==> src/qpv_pkg.sv <==
// Shared constants and types for the quadrature position and velocity decoder
`default_nettype none
package qpv_pkg;
    // Data path widths
    localparam int POS_W = 16;
    localparam int ADDR_W = 8;
    localparam int PSC_W = 6;
    // Register byte offsets
    localparam logic [7:0] OFS_CTRL = 8'h00;
    localparam logic [7:0] OFS_POS = 8'h04;
    localparam logic [7:0] OFS_MAX = 8'h08;
    localparam logic [7:0] OFS_VEL = 8'h0C;
    localparam logic [7:0] OFS_TMR = 8'h10;
    localparam logic [7:0] OFS_FLAG = 8'h14;
    // Control register field positions
    localparam int CTL_DEC_LSB = 0;
    localparam int CTL_MODE_LSB = 2;
    localparam int CTL_DIR_BIT = 5;
    localparam int CTL_ERR_BIT = 6;
    localparam int CTL_VDIS_BIT = 7;
    localparam int CTL_CREN_BIT = 8;
    localparam int CTL_ICEN_BIT = 9;
    // Event flag register bit positions
    localparam int FLG_VEL_BIT = 0;
    localparam int FLG_POS_BIT = 1;
    localparam int FLG_DIR_BIT = 2;
    // Reset values
    localparam logic [2:0] MODE_RST = 3'h0;
    localparam logic [1:0] DEC_RST = 2'h0;
    localparam logic [15:0] WORD_RST = 16'h0000;
    // Decoder mode codes
    typedef enum logic [2:0] {
        QPV_OFF = 3'h0,
        QPV_X2_IDX = 3'h1,
        QPV_X2_PER = 3'h2,
        QPV_X4_IDX = 3'h5,
        QPV_X4_PER = 3'h6
    } qpv_mode_t;
    // Postscaler terminal counts for 1:1, 1:4, 1:16, 1:64
    localparam logic [5:0] PSC_LAST_1 = 6'h00;
    localparam logic [5:0] PSC_LAST_4 = 6'h03;
    localparam logic [5:0] PSC_LAST_16 = 6'h0F;
    localparam logic [5:0] PSC_LAST_64 = 6'h3F;
endpackage
`default_nettype wire

==> src/qpv_sync.sv <==
// Two-flop synchroniser bank for the encoder inputs
`timescale 1ns/1ps
`default_nettype none
module qpv_sync #(
    parameter int WIDTH = 3
) (
    input wire logic clk, // Sampling clock
    input wire logic rst_n, // Asynchronous reset, active low
    input wire logic [WIDTH-1:0] d, // Raw asynchronous inputs
    output logic [WIDTH-1:0] q // Synchronised outputs
);
    // One pair of flops per input; the first stage feeds only the second
    genvar g;
    generate
        for (g = 0; g < WIDTH; g++) begin : g_bit
            logic meta_r;
            logic sync_r;
            always_ff @(posedge clk or negedge rst_n) begin
                if (!rst_n) begin
                    meta_r <= 1'b0;
                    sync_r <= 1'b0;
                end else begin
                    meta_r <= d[g];
                    sync_r <= meta_r;
                end
            end
            assign q[g] = sync_r;
        end
    endgenerate
endmodule
`default_nettype wire

==> src/qpv_decoder.sv <==
// Quadrature position and velocity decoder with APB register access
//
// Overview of operation
// - Mode zero switches off all position counting and velocity pulses.
// - Two-times modes count both edges of phase A only.
// - Four-times modes count both edges of phase A and phase B.
// - Modes 1 and 5 reset by index; 2 and 6 by period match.
// - Direction bit is 1 and counter increments when A leads B.
// - Each counted edge picks up or down from the A/B phase relation.
// - Index mode forward: rising index clears counter on next phase edge.
// - Index mode reverse: falling index loads max count on next phase edge.
// - Period mode forward: counter at max clears on next edge, event after.
// - Period mode reverse: counter at zero loads max, event one cycle after.
// - Changing or clearing the mode never alters the position counter.
// - Position event on period match, period-mode wrap, and index detection.
// - Direction change sets its flag two clocks after the edge is seen.
// - A counter wrap in index mode sets the error bit.
// - Position event pulse lasts one clock; flag stays until cleared.
// - Velocity active only with disable bit low and a valid mode.
// - Velocity events on phase A edges, or A and B in four-times.
// - Postscaler divides velocity events by 1, 4, 16 or 64.
// - Postscaler output captures the timer, then restarts from zero.
// - With reset enable set, capture clears the timer next cycle.
// - Entering velocity mode keeps timer value and postscaler setting.
// - Velocity flag sets whenever the velocity register updates.
// - Error bit is cleared only by software.
// - Decoder enabled forces the capture channel off.
`timescale 1ns/1ps
`default_nettype none
module qpv_decoder #(
    parameter int W = qpv_pkg::POS_W
) (
    input wire logic pclk, // Bus and decoder clock
    input wire logic presetn, // Asynchronous reset, active low
    input wire logic psel, // APB select
    input wire logic penable, // APB access phase
    input wire logic pwrite, // APB direction
    input wire logic [qpv_pkg::ADDR_W-1:0] paddr, // APB byte address
    input wire logic [31:0] pwdata, // APB write data
    output logic [31:0] prdata, // APB read data
    output logic pready, // APB ready
    output logic pslverr, // APB error on unmapped address
    input wire logic phase_a_input, // Encoder phase A
    input wire logic phase_b_input, // Encoder phase B
    input wire logic index_input, // Encoder index
    output logic position_event_flag, // Sticky position event
    output logic direction_change_flag, // Sticky direction change
    output logic velocity_event_flag, // Sticky velocity update
    output logic counter_error_bit, // Sticky wrap error
    output logic capture_channel_active // Capture channel allowed to run
);
    logic [2:0] mode_r;
    logic [1:0] dec_r;
    logic vel_dis_r, cren_r, ic_en_r, dir_r, err_r;
    logic [W-1:0] pos_r, max_r, velocity_register_r, tmr_r, pos_nxt;
    logic pos_flag_r, dir_flag_r, vel_flag_r;
    logic pos_evt_r, reload_r, dir_chg_r, tmr_clr_r, fwd_pend_r, rev_pend_r;
    logic a_d_r, b_d_r, i_d_r, pready_r, pslverr_r;
    logic [31:0] prdata_r, rd_val;
    logic [qpv_pkg::PSC_W-1:0] psc_r, psc_last;
    logic [2:0] sync_q;
    logic qa, qb, qi, a_edge, b_edge, idx_rise, idx_fall;
    logic on, is_x4, idx_mode, per_mode, cnt_edge, dir_edge, up_now;
    logic reset_evt, wrap_idx, vel_on, vel_cap, addr_ok;
    logic wr_acc, ctrl_wr, pos_wr, max_wr, tmr_wr, flag_wr;

    // Inputs cross into the clock domain before any edge logic
    qpv_sync #(.WIDTH(3)) u_sync (
        .clk(pclk),
        .rst_n(presetn),
        .d({index_input, phase_b_input, phase_a_input}),
        .q(sync_q)
    );
    assign qa = sync_q[0];
    assign qb = sync_q[1];
    assign qi = sync_q[2];

    // Previous samples for edge detection
    always_ff @(posedge pclk or negedge presetn) begin
        if (!presetn) begin
            a_d_r <= 1'b0;
            b_d_r <= 1'b0;
            i_d_r <= 1'b0;
        end else begin
            a_d_r <= qa;
            b_d_r <= qb;
            i_d_r <= qi;
        end
    end

    // Edge and mode decode
    assign a_edge = qa ^ a_d_r;
    assign b_edge = qb ^ b_d_r;
    assign idx_rise = qi & ~i_d_r;
    assign idx_fall = ~qi & i_d_r;
    assign is_x4 = (mode_r == qpv_pkg::QPV_X4_IDX) || (mode_r == qpv_pkg::QPV_X4_PER);
    assign idx_mode = (mode_r == qpv_pkg::QPV_X2_IDX) || (mode_r == qpv_pkg::QPV_X4_IDX);
    assign per_mode = (mode_r == qpv_pkg::QPV_X2_PER) || (mode_r == qpv_pkg::QPV_X4_PER);
    assign on = idx_mode | per_mode;
    // Unused codes behave as off, so no stray counting
    assign cnt_edge = on & (a_edge | (is_x4 & b_edge));
    assign dir_edge = on & (a_edge | b_edge);
    // A edge with A!=B, or B edge with A==B, is the forward sequence
    assign up_now = a_edge ? (qa ^ qb) : ~(qa ^ qb);

    // Bus decode; writes land at the access edge
    assign wr_acc = psel & penable & pwrite & pready_r;
    assign ctrl_wr = wr_acc && (paddr == qpv_pkg::OFS_CTRL);
    assign pos_wr = wr_acc && (paddr == qpv_pkg::OFS_POS);
    assign max_wr = wr_acc && (paddr == qpv_pkg::OFS_MAX);
    assign tmr_wr = wr_acc && (paddr == qpv_pkg::OFS_TMR);
    assign flag_wr = wr_acc && (paddr == qpv_pkg::OFS_FLAG);
    assign addr_ok = (paddr == qpv_pkg::OFS_CTRL) || (paddr == qpv_pkg::OFS_POS)
        || (paddr == qpv_pkg::OFS_MAX) || (paddr == qpv_pkg::OFS_VEL)
        || (paddr == qpv_pkg::OFS_TMR) || (paddr == qpv_pkg::OFS_FLAG);

    // Next position; reloads report an event, index-mode wraps an error
    always_comb begin
        pos_nxt = pos_r;
        reset_evt = 1'b0;
        wrap_idx = 1'b0;
        if (cnt_edge) begin
            if (up_now) begin
                if (idx_mode && fwd_pend_r) begin
                    pos_nxt = '0;
                    reset_evt = 1'b1;
                end else if (per_mode && pos_r == max_r) begin
                    pos_nxt = '0;
                    reset_evt = 1'b1;
                end else begin
                    pos_nxt = pos_r + W'(1);
                    reset_evt = per_mode && (&pos_r);
                    wrap_idx = idx_mode && (&pos_r);
                end
            end else begin
                if (idx_mode && rev_pend_r) begin
                    pos_nxt = max_r;
                    reset_evt = 1'b1;
                end else if (per_mode && pos_r == '0) begin
                    pos_nxt = max_r;
                    reset_evt = 1'b1;
                end else begin
                    pos_nxt = pos_r - W'(1);
                    wrap_idx = idx_mode && (pos_r == '0);
                end
            end
        end
    end

    // Position counter; mode writes never touch it, software write wins
    always_ff @(posedge pclk or negedge presetn) begin
        if (!presetn) begin
            pos_r <= qpv_pkg::WORD_RST;
        end else if (pos_wr) begin
            pos_r <= pwdata[W-1:0];
        end else begin
            pos_r <= pos_nxt;
        end
    end

    // Index arming; a new index edge beats consumption in the same cycle
    always_ff @(posedge pclk or negedge presetn) begin
        if (!presetn) begin
            fwd_pend_r <= 1'b0;
            rev_pend_r <= 1'b0;
        end else if (!idx_mode) begin
            fwd_pend_r <= 1'b0;
            rev_pend_r <= 1'b0;
        end else begin
            fwd_pend_r <= idx_rise | (fwd_pend_r & ~(cnt_edge & up_now));
            rev_pend_r <= idx_fall | (rev_pend_r & ~(cnt_edge & ~up_now));
        end
    end

    // Direction tracking and change detection
    always_ff @(posedge pclk or negedge presetn) begin
        if (!presetn) begin
            dir_r <= 1'b0;
            dir_chg_r <= 1'b0;
        end else begin
            dir_chg_r <= dir_edge & (up_now != dir_r);
            if (dir_edge) begin
                dir_r <= up_now;
            end
        end
    end

    // One-cycle position event; an extra stage makes it trail the reload by a cycle
    always_ff @(posedge pclk or negedge presetn) begin
        if (!presetn) begin
            reload_r <= 1'b0;
            pos_evt_r <= 1'b0;
        end else begin
            reload_r <= reset_evt;
            pos_evt_r <= reload_r;
        end
    end

    // Sticky flags; hardware set wins over a write-one clear
    always_ff @(posedge pclk or negedge presetn) begin
        if (!presetn) begin
            pos_flag_r <= 1'b0;
            dir_flag_r <= 1'b0;
            vel_flag_r <= 1'b0;
        end else begin
            pos_flag_r <= pos_evt_r
                | (pos_flag_r & ~(flag_wr & pwdata[qpv_pkg::FLG_POS_BIT]));
            dir_flag_r <= dir_chg_r
                | (dir_flag_r & ~(flag_wr & pwdata[qpv_pkg::FLG_DIR_BIT]));
            vel_flag_r <= vel_cap
                | (vel_flag_r & ~(flag_wr & pwdata[qpv_pkg::FLG_VEL_BIT]));
        end
    end

    // Error bit: set by index-mode wrap, cleared only by writing zero
    always_ff @(posedge pclk or negedge presetn) begin
        if (!presetn) begin
            err_r <= 1'b0;
        end else begin
            err_r <= wrap_idx
                | (err_r & ~(ctrl_wr & ~pwdata[qpv_pkg::CTL_ERR_BIT]));
        end
    end

    // Control fields; decimation survives velocity disable so it is reused
    always_ff @(posedge pclk or negedge presetn) begin
        if (!presetn) begin
            mode_r <= qpv_pkg::MODE_RST;
            dec_r <= qpv_pkg::DEC_RST;
            vel_dis_r <= 1'b0;
            cren_r <= 1'b0;
            ic_en_r <= 1'b0;
        end else if (ctrl_wr) begin
            mode_r <= pwdata[qpv_pkg::CTL_MODE_LSB +: 3];
            dec_r <= pwdata[qpv_pkg::CTL_DEC_LSB +: 2];
            vel_dis_r <= pwdata[qpv_pkg::CTL_VDIS_BIT];
            cren_r <= pwdata[qpv_pkg::CTL_CREN_BIT];
            ic_en_r <= pwdata[qpv_pkg::CTL_ICEN_BIT];
        end
    end

    // Maximum count limit
    always_ff @(posedge pclk or negedge presetn) begin
        if (!presetn) begin
            max_r <= qpv_pkg::WORD_RST;
        end else if (max_wr) begin
            max_r <= pwdata[W-1:0];
        end
    end

    // Velocity postscaler
    assign vel_on = on & ~vel_dis_r;
    always_comb begin
        case (dec_r)
            2'h0: psc_last = qpv_pkg::PSC_LAST_1;
            2'h1: psc_last = qpv_pkg::PSC_LAST_4;
            2'h2: psc_last = qpv_pkg::PSC_LAST_16;
            default: psc_last = qpv_pkg::PSC_LAST_64;
        endcase
    end
    assign vel_cap = vel_on & cnt_edge & (psc_r == psc_last);

    // Count restarts from zero after every capture and while idle
    always_ff @(posedge pclk or negedge presetn) begin
        if (!presetn) begin
            psc_r <= '0;
        end else if (!vel_on || vel_cap) begin
            psc_r <= '0;
        end else if (cnt_edge) begin
            psc_r <= psc_r + qpv_pkg::PSC_W'(1);
        end
    end

    // Velocity register takes the timer on each postscaler output
    always_ff @(posedge pclk or negedge presetn) begin
        if (!presetn) begin
            velocity_register_r <= qpv_pkg::WORD_RST;
            tmr_clr_r <= 1'b0;
        end else begin
            tmr_clr_r <= vel_cap & cren_r;
            if (vel_cap) begin
                velocity_register_r <= tmr_r;
            end
        end
    end

    // Shared time base; enabling velocity mode leaves it alone
    always_ff @(posedge pclk or negedge presetn) begin
        if (!presetn) begin
            tmr_r <= qpv_pkg::WORD_RST;
        end else if (tmr_wr) begin
            tmr_r <= pwdata[W-1:0];
        end else if (tmr_clr_r) begin
            tmr_r <= '0;
        end else begin
            tmr_r <= tmr_r + W'(1);
        end
    end

    // Read mux
    always_comb begin
        rd_val = 32'h00000000;
        case (paddr)
            qpv_pkg::OFS_CTRL: begin
                rd_val[qpv_pkg::CTL_DEC_LSB +: 2] = dec_r;
                rd_val[qpv_pkg::CTL_MODE_LSB +: 3] = mode_r;
                rd_val[qpv_pkg::CTL_DIR_BIT] = dir_r;
                rd_val[qpv_pkg::CTL_ERR_BIT] = err_r;
                rd_val[qpv_pkg::CTL_VDIS_BIT] = vel_dis_r;
                rd_val[qpv_pkg::CTL_CREN_BIT] = cren_r;
                rd_val[qpv_pkg::CTL_ICEN_BIT] = ic_en_r;
            end
            qpv_pkg::OFS_POS: rd_val[W-1:0] = pos_r;
            qpv_pkg::OFS_MAX: rd_val[W-1:0] = max_r;
            qpv_pkg::OFS_VEL: rd_val[W-1:0] = velocity_register_r;
            qpv_pkg::OFS_TMR: rd_val[W-1:0] = tmr_r;
            qpv_pkg::OFS_FLAG: begin
                rd_val[qpv_pkg::FLG_VEL_BIT] = vel_flag_r;
                rd_val[qpv_pkg::FLG_POS_BIT] = pos_flag_r;
                rd_val[qpv_pkg::FLG_DIR_BIT] = dir_flag_r;
            end
            default: rd_val = 32'h00000000;
        endcase
    end

    // APB answer: sampled in setup, ready in the first access cycle
    always_ff @(posedge pclk or negedge presetn) begin
        if (!presetn) begin
            pready_r <= 1'b0;
            pslverr_r <= 1'b0;
            prdata_r <= 32'h00000000;
        end else begin
            pready_r <= psel & ~penable;
            pslverr_r <= psel & ~penable & ~addr_ok;
            if (psel && !penable && !pwrite) begin
                prdata_r <= rd_val;
            end
        end
    end

    // Capture channel runs only while the decoder is off
    always_ff @(posedge pclk or negedge presetn) begin
        if (!presetn) begin
            capture_channel_active <= 1'b0;
        end else begin
            capture_channel_active <= ic_en_r & ~on;
        end
    end

    assign prdata = prdata_r;
    assign pready = pready_r;
    assign pslverr = pslverr_r;
    assign position_event_flag = pos_flag_r;
    assign direction_change_flag = dir_flag_r;
    assign velocity_event_flag = vel_flag_r;
    assign counter_error_bit = err_r;
endmodule
`default_nettype wire

==> config.mk <==
export PLATFORM = sky130hd
export DESIGN_NAME = qpv_decoder
export DESIGN_NICKNAME = d
export VERILOG_FILES = /design/src/qpv_pkg.sv /design/src/qpv_sync.sv /design/src/qpv_decoder.sv
export SDC_FILE = /design/constraint.sdc
export NUM_CORES = 1
export LEC_CHECK = 0
export BUFFER_PORTS_ARGS = -buffer_cell sky130_fd_sc_hd__buf_4
export CELL_PAD_IN_SITES_DETAIL_PLACEMENT = 1
export CELL_PAD_IN_SITES_GLOBAL_PLACEMENT = 2
export CORE_MARGIN = 2
export CORE_UTILIZATION = 30
export CTS_CLUSTER_DIAMETER = 200
export DETAILED_ROUTE_END_ITERATION = 12
export HOLD_SLACK_MARGIN = 0.03
export PLACE_DENSITY_LB_ADDON = 0.12
export SETUP_SLACK_MARGIN = 0.1
export SYNTH_ARGS = -nofsm -noshare
export SYNTH_HDL_FRONTEND = slang
export SYNTH_SLANG_ARGS = --single-unit
==> constraint.sdc <==
create_clock -name pclk -period 2.5 [get_ports pclk]
set_clock_uncertainty 0.15 [all_clocks]
set_input_delay 0.375 -clock pclk [delete_from_list [all_inputs] [get_ports pclk]]
set_output_delay 0.375 -clock pclk [all_outputs]
set_load 0.02 [all_outputs]
==> metrics.md, run 1 <==
| Metric | Value |
|---|---|
| Root Buffer | clkbuf_16 |
| Row cnt | 54 |
| Leak Pwr | 0.00374 uW |
| Top post-synthesis cells by area | dfrtp_1 (44%), mux2_2 (7.2%), xor2_1 (4.7%), nand2_1 (3.9%), o21ai_0 (3.1%) |
| Register area share after synthesis | 0.438 |
| Most numerous cell in the Yosys netlist | dfrtp_1 |
| CTS Buf Count | 17 |
| Design internal power | 3790 uW |
| H-Tree Depth | 4 |
| CTS tree | done |
| Power Total | 5150 uW |
| Yosys warns | 0 |
| Via/cell ratio | 5.25 |
| Peak fanout along the critical path | 14 |
| Clock Power Share | 0.500 |
| Worst slew pin tran | 0.801 ns |
| Critical Path RT | 2.64 ns |
| Period minus WS final | 2.38 ns |
| Synth-to-Final Area Change | 25.4% |
| Dpl ws | -0.0233 ns |
| Final #Nets | 825 |
| DP Wirelength | 17000 microns |
| Placed inst area | 0.00764 sq mm |
| Hold Startpoint | pwdata[15] |
| Sw Ratio | 0.265 |
| Asr flop ratio synth | 1.00 |
| Critical Path Start | pos_r[8]$_DFFE_PN0P_ |
| Die width | 153 microns |
| # clock sinks | 117 |
| Post-Syn Area per Cell | 9.82 sq um |
| Die area | 0.0235 sq mm |
| Core footprint | 0.0218 sq mm |
| First-pass GRT wire length | 36000 microns |
| Via Count | 5588 |
| Startpoint types | register |
| Clock buffer depth | 2 |
| GP Congestion | 0.855 |
| Leading area contributor after synthesis | dfrtp_1 |
| Power Density | 615 mW/mm^2 |
| Die height | 153 microns |
| Synth Register Bits | 117 |
| First DRT Iteration DRCs | 314 |
| GRT overflow | 0 |
| Final Cycle Share | 0.953 |
| Comb pwr share | 0.100 |
| Number of global-route vias before repair | 5826 |
| Final WS setup | 0.119 ns |
| Min-delay worst type | in -> reg |
| Total GRT Usage | 0.199 |
| Drt first pass iters | 4 |
| Slew headroom | 0.465 |
| Port Buf Inserts | 54 |
| Layout cells sized above 1 | 0.269 |
| Max VDD drop | 0.000360 V |
| Psw | 1370 uW |
| Dominant synthesized flop cell | dfrtp_1 |
| Number of flops mapped to enable cells by yosys | 0 |
| Synth cell types | 61 |
| Worst skew pair latency | 0.43 ns |
| Worst-path clk slew | 0.06 ns |
| Drt total wl | 22900 microns |
| Register share of total power | 0.400 |
| Final setup violation count | 0 |
| DRC errors left | 0 |
| Diode count | 0 |
| Pin count of the biggest net entering global routing | 118 |
| Flop-to-flop setup slack | 0.12 ns |
| Top cell type's share of synthesized area | 0.438 |
| Hold Vio Cnt, Final | 0 |
| Synthesized area | 0.00669 sq mm |
| Crit. End Element | register |
| Initial antenna violation count | 0 |
| RSZ-0062 raised after global routing | true |
| Commonest cells post-synth | dfrtp_1 (117), nand2_1 (69), mux2_2 (43) |
| Final ANT Viol Nets | 0 |
| Achievable Freq | 0.420 GHz |
| Initial Util | 0.306 |
| Final instance area | 0.00838 sq mm |
| Max cap viols | 0 |
| CP Class | reg -> reg |
| Syn Inst Count | 681 |
| Worst endpoint data arrival time | 2.52 ns |
| IO Pins | 87 |
| Slew Viols, Final | 0 |
| Worst R2R Start | pos_r[8]$_DFFE_PN0P_ |
| Wirelength per Cell | 21.5 microns |
| Run status | complete, no violations |
## repair_timing
| action | in CTS | in global routing |
|---|---|---|
| endpoints found under the hold margin | 120 | 0 |
| endpoints found under the setup margin | 4 | 25 |
| hold buffers | 4 | 0 |
| resized for setup | 1 | 10 |
| setup buffers | 0 | 2 |
| gates cloned | 0 | 1 |
| pin swaps | 0 | 1 |
## worst max-delay path, cell delays in order, from the launching register on
cell and delay, ns:
dfrtp_1 0.40, buf_4 0.20, xor2_1 0.15, nor4_1 0.25
nand3_1 0.25, o21ai_2 0.25, buf_12 0.18, nor3_1 0.07
or3b_1 0.35
## per-layer routing
| metal | track usage | part of all wire |
|---|---|---|
| met1 | 0.275 | 0.48 |
| met5 | 0 | 0 |
| met3 | 0.0320 | 0.032 |
| met4 | 0.0450 | 0.0067 |
| met2 | 0.330 | 0.48 |
## cell usage in the layout, fill, tap and decap left out, types with 6 or more instances in the layout
cell type  netlist  layout
buf_4           18     110
nor3_1          19      17
o211ai_1         7       7
clkbuf_16        0      18
and3_1          10      10
nor2b_1          9       8
and2_1           7       7
nand2_1         69      69
nand2b_1         8       8
a22oi_1         17      17
xor2_1          36      35
a211oi_1         6       6
conb_1           1      16
mux2i_1         13      13
nor2_1          42      40
o31ai_1         11      11
mux2_2          43      43
a221oi_1         8       8
xnor2_1         24      24
a21oi_1         13      13
dfrtp_1        117     117
o21ai_0         42      42
nand3_1         27      27
a31oi_1          6       6
## layout make-up
| cell class | instances | area (sq um) |
|---|---|---|
| Clock buffer | 19 | 443 |
| Clock inverter | 13 | 174 |
| Fill cell | 2475 | 13400 |
| Inverter | 4 | 15.0 |
| Multi-Input combinational cell | 513 | 3500 |
| Sequential cell | 117 | 2930 |
| Tap cell | 280 | 350 |
| Timing Repair Buffer | 119 | 971 |
## logic make-up after synthesis
| kind of cell | count (synthesis) | share of synthesized area |
|---|---|---|
| other | 1 | 0.000561 |
| buffers and inverters | 66 | 0.0528 |
| adder cells (fa/ha/maj) | 5 | 0.00936 |
| AO/OA/AOI/OAI | 150 | 0.154 |
| AND/OR/NAND/NOR | 224 | 0.168 |
| XOR/XNOR | 60 | 0.0786 |
| flip-flops | 117 | 0.438 |
| multiplexers | 58 | 0.0986 |
## power groups by stage
stage	Clock [uW]	Combinational [uW]	Sequential [uW]
floorplan	0	302	2060
global placement	0	502	2090
finish	2580	514	2060
global route	2710	565	2080
CTS	2620	519	2060
detailed placement	0	513	2100
## final timing paths
kind / to / cells after the start
setup / recovery: pos_r[13]$_DFFE_PN0P_ / 8
hold / removal: tmr_r[15]$_DFF_PN0_ / 3
setup reg to reg: pos_r[13]$_DFFE_PN0P_ / 8
hold reg to reg: u_sync.g_bit[1].sync_r$_DFF_PN0_ / 0
max in group asynchronous: pos_r[14]$_DFFE_PN0P_ / 3
min in group asynchronous: prdata[3]$_DFFE_PN0P_ / 3
## stage by stage
stage          utilization  hold slack (ns)  std cells  setup TNS, ns
2_1_floorplan            -          -0.0706        696              0
3_3_place_gp         0.350            0.186       1026              0
3_5_place_dp         0.350            0.186       1026        -0.0478
4_1_cts              0.381           0.0411       1062              0
5_1_grt              0.384           0.0622       1065              0
6_report             0.384           0.0455       1065              0
## registers in the layout (all words and copies together), names as in the netlist, 2 cells and up
signal and count:
u_sync.g_bit.meta_r 3, prdata 16, pos_r 16, psc_r 6
mode_r 3, u_sync.g_bit.sync_r 3, tmr_r 16, max_r 16
velocity_register_r 16, dec_r 2
No activity file was read; power rests on OpenSTA's default activity.
==> run 2: changes to the inputs <==
CORE_UTILIZATION = 25   (was 30)
SYNTH_HIERARCHICAL = 1   (was not set)
==> run 2 against run 1 <==
Net effect:
- the flow now finishes with violations (DRC)
- register-to-register slack improved by 0.06 ns
- sequential power rose by 2%
- synthesized cell count fell by 0.44%
- power fell by 1.4%
- setup slack improved by 0.058 ns
- via count rose by 1.6%
- final cell count rose by 8.9%
- global-route usage fell by 2.2 points
- count of clock-buffer cells in the layout fell by 2
- sequential cell count did not move
- area after synthesis fell by 0.24%
- routed wire length rose by 5.6%
- critical endpoint is now pos_r[4]$_DFFE_PN0P_
==> metrics.md, run 2 <==
| Metric | Value |
|---|---|
| Fill cells | 2925 (was 2475) |
| Via Count | 5679 (was 5588) |
| Die width | 167 microns (was 153 microns) |
| WP depth | 7 (was 8) |
| Slowest CP cell | dfrtp_1 (unchanged) |
| Top post-synthesis cells by area | dfrtp_1 (44%), mux2_2 (5.2%), xor2_1 (5.0%), nand2_1 (4.2%), o21ai_0 (3.3%) (was dfrtp_1 (44%), mux2_2 (7.2%), xor2_1 (4.7%), nand2_1 (3.9%), o21ai_0 (3.1%)) |
| Wirelength per Cell | 20.9 microns (was 21.5 microns) |
| Synth Register Bits | 117 (unchanged) |
| Via/cell ratio | 4.90 (was 5.25) |
| Worst R2R Start | pos_r[2]$_DFFE_PN0P_ (was pos_r[8]$_DFFE_PN0P_) |
| Synth cell types | 70 (was 61) |
| CP Class | reg -> reg (unchanged) |
| Layout cells sized above 1 | 0.332 (was 0.269) |
| Worst skew pair latency | 0.43 ns (about the same) |
| Power Total | 5080 uW (was 5150 uW) |
| Number of flops mapped to enable cells by yosys | 0 (unchanged) |
| Worst-path clk slew | 0.06 ns (about the same) |
| CP peak stage delay | 0.44 ns (was 0.40 ns) |
| Drt first pass iters | 8 (was 4) |
| CTS Buf Count | 17 (unchanged) |
| Routing usage on met2 | 0.290 (was 0.330) |
| First DRT Iteration DRCs | 346 (was 314) |
| H-Tree Depth | 4 (unchanged) |
| Period minus WS final | 2.32 ns (was 2.38 ns) |
| DRC errors left | 7 (was 0) |
| Worst R2R End | pos_r[4]$_DFFE_PN0P_ (was pos_r[13]$_DFFE_PN0P_) |
| Total GRT Usage | 0.177 (was 0.199) |
| IO Pins | 87 (unchanged) |
| RSZ-0062 raised after global routing | false (was true) |
| Synth-to-Final Area Change | 33.8% (was 25.4%) |
| First-pass GRT wire length | 37700 microns (was 36000 microns) |
| Core footprint | 0.0261 sq mm (was 0.0218 sq mm) |
| Initial antenna violation count | 0 (unchanged) |
| Min-delay worst type | in -> reg (unchanged) |
| CP cell instances | xor2_1 > nor4_2 > nand4_1 > buf_4 > o21a_4 > a211o_1 > o221a_2 (was buf_4 > xor2_1 > nor4_1 > nand3_1 > o21ai_2 > buf_12 > nor3_1 > or3b_1) |
| Commonest cells post-synth | dfrtp_1 (117), nand2_1 (75), o21ai_0 (44) (was dfrtp_1 (117), nand2_1 (69), mux2_2 (43)) |
| Row cnt | 59 (was 54) |
| Max VDD drop | 0.000306 V (was 0.000360 V) |
| Worst slew pin tran | 1.09 ns (was 0.801 ns) |
| Violated checks | DRC |
| Hold Vio Cnt, Final | 0 (unchanged) |
| Die area | 0.0280 sq mm (was 0.0235 sq mm) |
| Dominant synthesized flop cell | dfrtp_1 (unchanged) |
| CTS tree | done (unchanged) |
| Synthesized area | 0.00667 sq mm (was 0.00669 sq mm) |
| Register area share after synthesis | 0.439 (was 0.438) |
| Clock buffer depth | 2 (unchanged) |
| R2R cell count | 7 (was 8) |
| Peak fanout along the critical path | 4 (was 14) |
| Most frequent cells in the layout | buf_4 (148), dfrtp_1 (114), nand2_1 (73) (was dfrtp_1 (117), buf_4 (110), nand2_1 (69)) |
| Drt total wl | 24200 microns (was 22900 microns) |
| Slew Viols, Final | 0 (unchanged) |
| Initial Util | 0.255 (was 0.306) |
| Diode count | 0 (unchanged) |
| # clock sinks | 117 (unchanged) |
| Critical Path Start | pos_r[2]$_DFFE_PN0P_ (was pos_r[8]$_DFFE_PN0P_) |
| Final setup violation count | 0 (unchanged) |
| Run status | complete, but fails checks (was complete, no violations) |
| Crit-path leading delay family | compound AO/OA/AOI/OAI gates (was simple AND/OR/NAND/NOR gates) |
| Crit path buf inv count | 1 (was 2) |
| Startpoint types | register (unchanged) |
| Post-Syn Area per Cell | 9.84 sq um (was 9.82 sq um) |
| Met3 GRT Util | 0.0279 (was 0.0320) |
| Max cap viols | 0 (unchanged) |
| Met1 Use GR | 0.243 (was 0.275) |
| Leading area contributor after synthesis | dfrtp_1 (unchanged) |
| DP Wirelength | 18400 microns (was 17000 microns) |
| Flop-to-flop setup slack | 0.18 ns (was 0.12 ns) |
| Slew headroom | 0.271 (was 0.465) |
| Asr flop ratio synth | 1.00 (unchanged) |
| Commonest non-fill, non-tap cell in the layout | buf_4 (was dfrtp_1) |
| Number of global-route vias before repair | 6132 (was 5826) |
| Worst endpoint data arrival time | 2.48 ns (was 2.52 ns) |
| Root Buffer | clkbuf_16 (unchanged) |
| GRT overflow | 0 (unchanged) |
| Top cell type's share of synthesized area | 0.439 (was 0.438) |
| Yosys warns | 6 (was 0) |
| Achievable Freq | 0.430 GHz (was 0.420 GHz) |
| Final Cycle Share | 0.929 (was 0.953) |
| GP Congestion | 0.830 (was 0.855) |
| Final #Nets | 865 (was 825) |
| Syn Inst Count | 678 (was 681) |
| Most numerous cell in the Yosys netlist | dfrtp_1 (unchanged) |
| Setup tns final | 0 ns (unchanged) |
| Leak Pwr | 0.00389 uW (was 0.00374 uW) |
| GR peak layer | met2 (unchanged) |
| Critical Path RT | 2.66 ns (was 2.64 ns) |
| Critical Path Sink | pos_r[4]$_DFFE_PN0P_ (was pos_r[13]$_DFFE_PN0P_) |
| Crit. End Element | register (unchanged) |
| Final ANT Viol Nets | 0 (unchanged) |
| Pin count of the biggest net entering global routing | 47 (was 118) |
| Die height | 167 microns (was 153 microns) |
| Power Density | 570 mW/mm^2 (was 615 mW/mm^2) |
| Port Buf Inserts | 54 (unchanged) |
## run 2: cell count changes after synthesis, moves of 6 or more
| cell | delta |
|---|---|
| nand2_1 | +6 |
| a221oi_1 | +6 |
| nor4_1 | +8 |
| buf_2 | -15 |
| nand3_1 | -6 |
| mux2_2 | -12 |
| mux2_1 | +8 |
| clkbuf_1 | +13 |
## run 2: worst min-delay path, delay by kind of cell
kind / cells / cell delay [ns]
compound gates: 1 / 0.06
simple gates: 1 / 0.05
buf+inv: 1 / 0.10
## run 2: per-layer routing
metal	wire length [microns]	vias to the layer above
met5	0	-
met4	385	0
met3	645	16
met2	11400	87
met1	11800	2868
li1	-	2708
## run 2: cell type report
type	instances	area [sq um]	share of cell area
Clock buffer	17	425	0.0477
Clock inverter	15	120	0.0135
Inverter	6	22.5	0.00252
Multi-Input combinational cell	506	3630	0.407
Sequential cell	117	2930	0.329
Tap cell	335	419	0.0470
Timing Repair Buffer	164	1370	0.154
## run 2: worst min path at each step
stage                                     startpoint                                to  slack, ns  cells past startpoint
finish                                    pwdata[13]               tmr_r[13]$_DFF_PN0_       0.04                      3
global route                              pwdata[12]               tmr_r[12]$_DFF_PN0_       0.05                      3
CTS                                       pwdata[13]               tmr_r[13]$_DFF_PN0_       0.03                      3
detailed placement  u_sync/g_bit[0].meta_r$_DFF_PN0_  u_sync/g_bit[0].sync_r$_DFF_PN0_       0.19                      0
global placement    u_sync/g_bit[1].meta_r$_DFF_PN0_  u_sync/g_bit[1].sync_r$_DFF_PN0_       0.18                      0
floorplan                                    presetn                   a_d_r$_DFF_PN0_      -0.07                      0
## run 2: timing repair
action,4_1_cts,5_1_grt
gates resized for setup,12,16
buffers inserted,2,14
hold buffers,5,0
endpoints found under the setup margin,17,34
hold endpoints to repair,37,0
pin swaps,2,6
## run 2: cell families after synthesis
family	Yosys count	synth area share
AND/OR/NAND/NOR	220	0.171
AO/OA/AOI/OAI	153	0.162
flip-flops	117	0.439
buffers and inverters	70	0.0540
XOR/XNOR	63	0.0827
multiplexers	49	0.0809
adder cells (fa/ha/maj)	5	0.00938
other	1	0.000562
## run 2: where the power goes
group          total [uW]  internal [uW]  switching [uW]
Clock                2320           1290            1030
Sequential           2110           1980             122
Combinational         655            284             370
## run 2: metrics by stage
| step | setup WS (ns) | hold WS [ns] | utilization | cell area, sq um | std cells |
|---|---|---|---|---|---|
| 3_3_place_gp | -0.212 | 0.184 | 0.308 | 8060 | 1107 |
| 2_1_floorplan | -0.0910 | -0.0706 | - | 6840 | 693 |
| 6_report | 0.177 | 0.0443 | 0.341 | 8920 | 1160 |
| 4_1_cts | 0.113 | 0.0301 | 0.334 | 8720 | 1146 |
| 3_5_place_dp | -0.206 | 0.186 | 0.308 | 8060 | 1107 |
| 5_1_grt | 0.0947 | 0.0464 | 0.341 | 8920 | 1160 |
==> run 3: changes to the inputs <==
CORE_UTILIZATION = 37   (was 25)
==> run 3 against run 2 <==
Net effect:
- largest power group unchanged
- the flow now finishes without violations
- cell area decreased by 4.0%
- hold slack better by 0.0010 ns
- final cell count decreased by 12%
- clock power grew 13%
- register-to-register slack lost 0.03 ns
- sequential share of layout area rose by 1.3 points
- via count is 1.7% lower
- fmax fell by 1.4%
- combinational power fell by 6.3%
==> metrics.md, run 3 (synthesized netlist as in run 2, its figures left out) <==
| Metric | Value |
|---|---|
| Max cap viols | 0 (unchanged) |
| Via/cell ratio | 5.45 (was 4.90) |
| H-Tree Depth | 4 (unchanged) |
| Reg area | 0.00293 sq mm (about the same) |
| Crit. End Element | register (unchanged) |
| Startpoint types | register (unchanged) |
| Hold Vio Cnt, Final | 0 (unchanged) |
| RSZ-0062 raised after global routing | true (was false) |
| CTS tree | done (unchanged) |
| CP Class | reg -> reg (unchanged) |
| Fill cells | 1994 (was 2925) |
| CP cell instances | xnor2_1 > a21o_1 > or3_1 > buf_4 > o31a_1 > o221a_2 (was xor2_1 > nor4_2 > nand4_1 > buf_4 > o21a_4 > a211o_1 > o221a_2) |
| Worst skew pair latency | 0.42 ns (was 0.43 ns) |
| Total GRT Usage | 0.237 (was 0.177) |
| Crit path buf inv count | 1 (unchanged) |
| Core footprint | 0.0178 sq mm (was 0.0261 sq mm) |
| Root Buffer | clkbuf_16 (unchanged) |
| Number of global-route vias before repair | 5974 (was 6132) |
| Most frequent cells in the layout | buf_4 (121), dfrtp_1 (117), nand2_1 (73) (was buf_4 (148), dfrtp_1 (114), nand2_1 (73)) |
| Multi-input logic area | 0.00360 sq mm (was 0.00363 sq mm) |
| Period minus WS final | 2.36 ns (was 2.32 ns) |
| Critical Path RT | 2.66 ns (about the same) |
| Die width | 138 microns (was 167 microns) |
| Clock buffer depth | 2 (unchanged) |
| Initial antenna violation count | 0 (unchanged) |
| Commonest non-fill, non-tap cell in the layout | buf_4 (unchanged) |
| Max VDD drop | 0.000491 V (was 0.000306 V) |
| Drt total wl | 22000 microns (was 24200 microns) |
| CP peak stage delay | 0.50 ns (was 0.44 ns) |
| CTS Buf Count | 17 (unchanged) |
| Row cnt | 49 (was 59) |
| Pin count of the biggest net entering global routing | 42 (was 47) |
| Final Cycle Share | 0.942 (was 0.929) |
| Worst-path clk slew | 0.06 ns (about the same) |
| Crit-path leading delay family | compound AO/OA/AOI/OAI gates (unchanged) |
| Diode count | 0 (unchanged) |
| Slew Viols, Final | 0 (unchanged) |
| Min-delay worst type | in -> reg (unchanged) |
| Initial Util | 0.374 (was 0.255) |
| Die height | 138 microns (was 167 microns) |
| Final #Nets | 834 (was 865) |
| Drt first pass iters | 4 (was 8) |
| Power Total | 5360 uW (was 5080 uW) |
| Hold WS | 0.0454 ns (was 0.0443 ns) |
| Worst slew pin tran | 1.09 ns (about the same) |
| Slowest CP cell | or3_1 (was dfrtp_1) |
| Final setup violation count | 0 (unchanged) |
| IO Pins | 87 (unchanged) |
| Die area | 0.0191 sq mm (was 0.0280 sq mm) |
| Via Count | 5580 (was 5679) |
| Final ANT Viol Nets | 0 (unchanged) |
| Synth-to-Final Area Change | 28.5% (was 33.8%) |
| Achievable Freq | 0.424 GHz (was 0.430 GHz) |
| GP Congestion | 0.860 (was 0.830) |
| Final instance area | 0.00857 sq mm (was 0.00892 sq mm) |
| DP Wirelength | 16700 microns (was 18400 microns) |
| Port Buf Inserts | 54 (unchanged) |
| Final Non-Filler Cells | 1023 (was 1160) |
| Run status | complete, no violations (was complete, but fails checks) |
| Placed inst area | 0.00779 sq mm (was 0.00806 sq mm) |
| First-pass GRT wire length | 35000 microns (was 37700 microns) |
| Worst endpoint data arrival time | 2.52 ns (was 2.48 ns) |
| Slew headroom | 0.268 (was 0.271) |
| GRT overflow | 0 (unchanged) |
| Wirelength per Cell | 21.5 microns (was 20.9 microns) |
| First DRT Iteration DRCs | 248 (was 346) |
| Peak fanout along the critical path | 5 (was 4) |
| Layout cells sized above 1 | 0.297 (was 0.332) |
| Leak Pwr | 0.00375 uW (was 0.00389 uW) |
| # clock sinks | 117 (unchanged) |
| DRC errors left | 0 (was 7) |
| Total placed cells including tap cells | 983 (was 1107) |
| Power Density | 625 mW/mm^2 (was 570 mW/mm^2) |
run 3: changes by cell type in the layout (fill, tap and decap cells not counted), moves of 2 or more:
cell	previous run	this run
buf_4	148	121
inv_8	2	0
a211oi_2	2	0
dfrtp_1	114	117
bufinv_16	0	4
inv_6	5	3
buf_12	10	7
dfrtp_2	3	0
a211oi_1	1	3
run 3: worst min-delay path: cells and delay by family:
kind | cells | cell delay [ns]
simple gates | 1 | 0.05
compound gates | 1 | 0.06
buf+inv | 1 | 0.10
run 3: what timing repair did:
item	CTS	global route
gates resized for setup	6	13
endpoints found under the hold margin	42	0
setup buffers	0	4
hold buffers	4	0
setup endpoints to repair	14	31
pin swaps	0	2
run 3: final timing paths:
kind / start / endpoint / slack [ns] / depth (start not counted)
worst max-delay path: a_d_r$_DFF_PN0_ / pos_r[4]$_DFFE_PN0P_ / 0.14 / 6
worst min-delay path: pwdata[15] / tmr_r[15]$_DFF_PN0_ / 0.05 / 3
worst max register to register: a_d_r$_DFF_PN0_ / pos_r[4]$_DFFE_PN0P_ / 0.14 / 6
worst min register to register: u_sync/g_bit[0].meta_r$_DFF_PN0_ / u_sync/g_bit[0].sync_r$_DFF_PN0_ / 0.20 / 0
max in group asynchronous: presetn / rev_pend_r$_DFF_PN0_ / 1.22 / 3
min in group asynchronous: presetn / pready$_DFF_PN0_ / 0.35 / 2
run 3: power by group:
part	total [uW]	switching [uW]	internal (uW)
logic	614	354	260
clock network	2630	959	1670
registers	2110	126	1990
run 3: layout make-up:
cell class / instances / share of cell area
clock buffer: 17 / 0.0496
clock inverter: 15 / 0.0237
inverter: 6 / 0.00263
multi-input combinational: 506 / 0.421
sequential: 117 / 0.342
tap: 229 / 0.0334
timing repair buffer: 133 / 0.128
run 3: per-layer routing:
layer | part of all wire | GRT usage | wire (microns)
met3 | 0.024 | 0.0395 | 518
met1 | 0.49 | 0.333 | 10700
met4 | 0.014 | 0.0596 | 310
met5 | 0 | 0 | 0
met2 | 0.47 | 0.382 | 10400
run 3: metrics by stage:
stage / utilization / TNS, ns / setup WS [ns]
3_5_place_dp: 0.437 / -2.47 / -0.153
5_1_grt: 0.480 / 0 / 0.0633
6_report: 0.480 / 0 / 0.144
3_3_place_gp: 0.437 / -2.14 / -0.145
4_1_cts: 0.476 / 0 / 0.108
2_1_floorplan: - / -0.728 / -0.0910
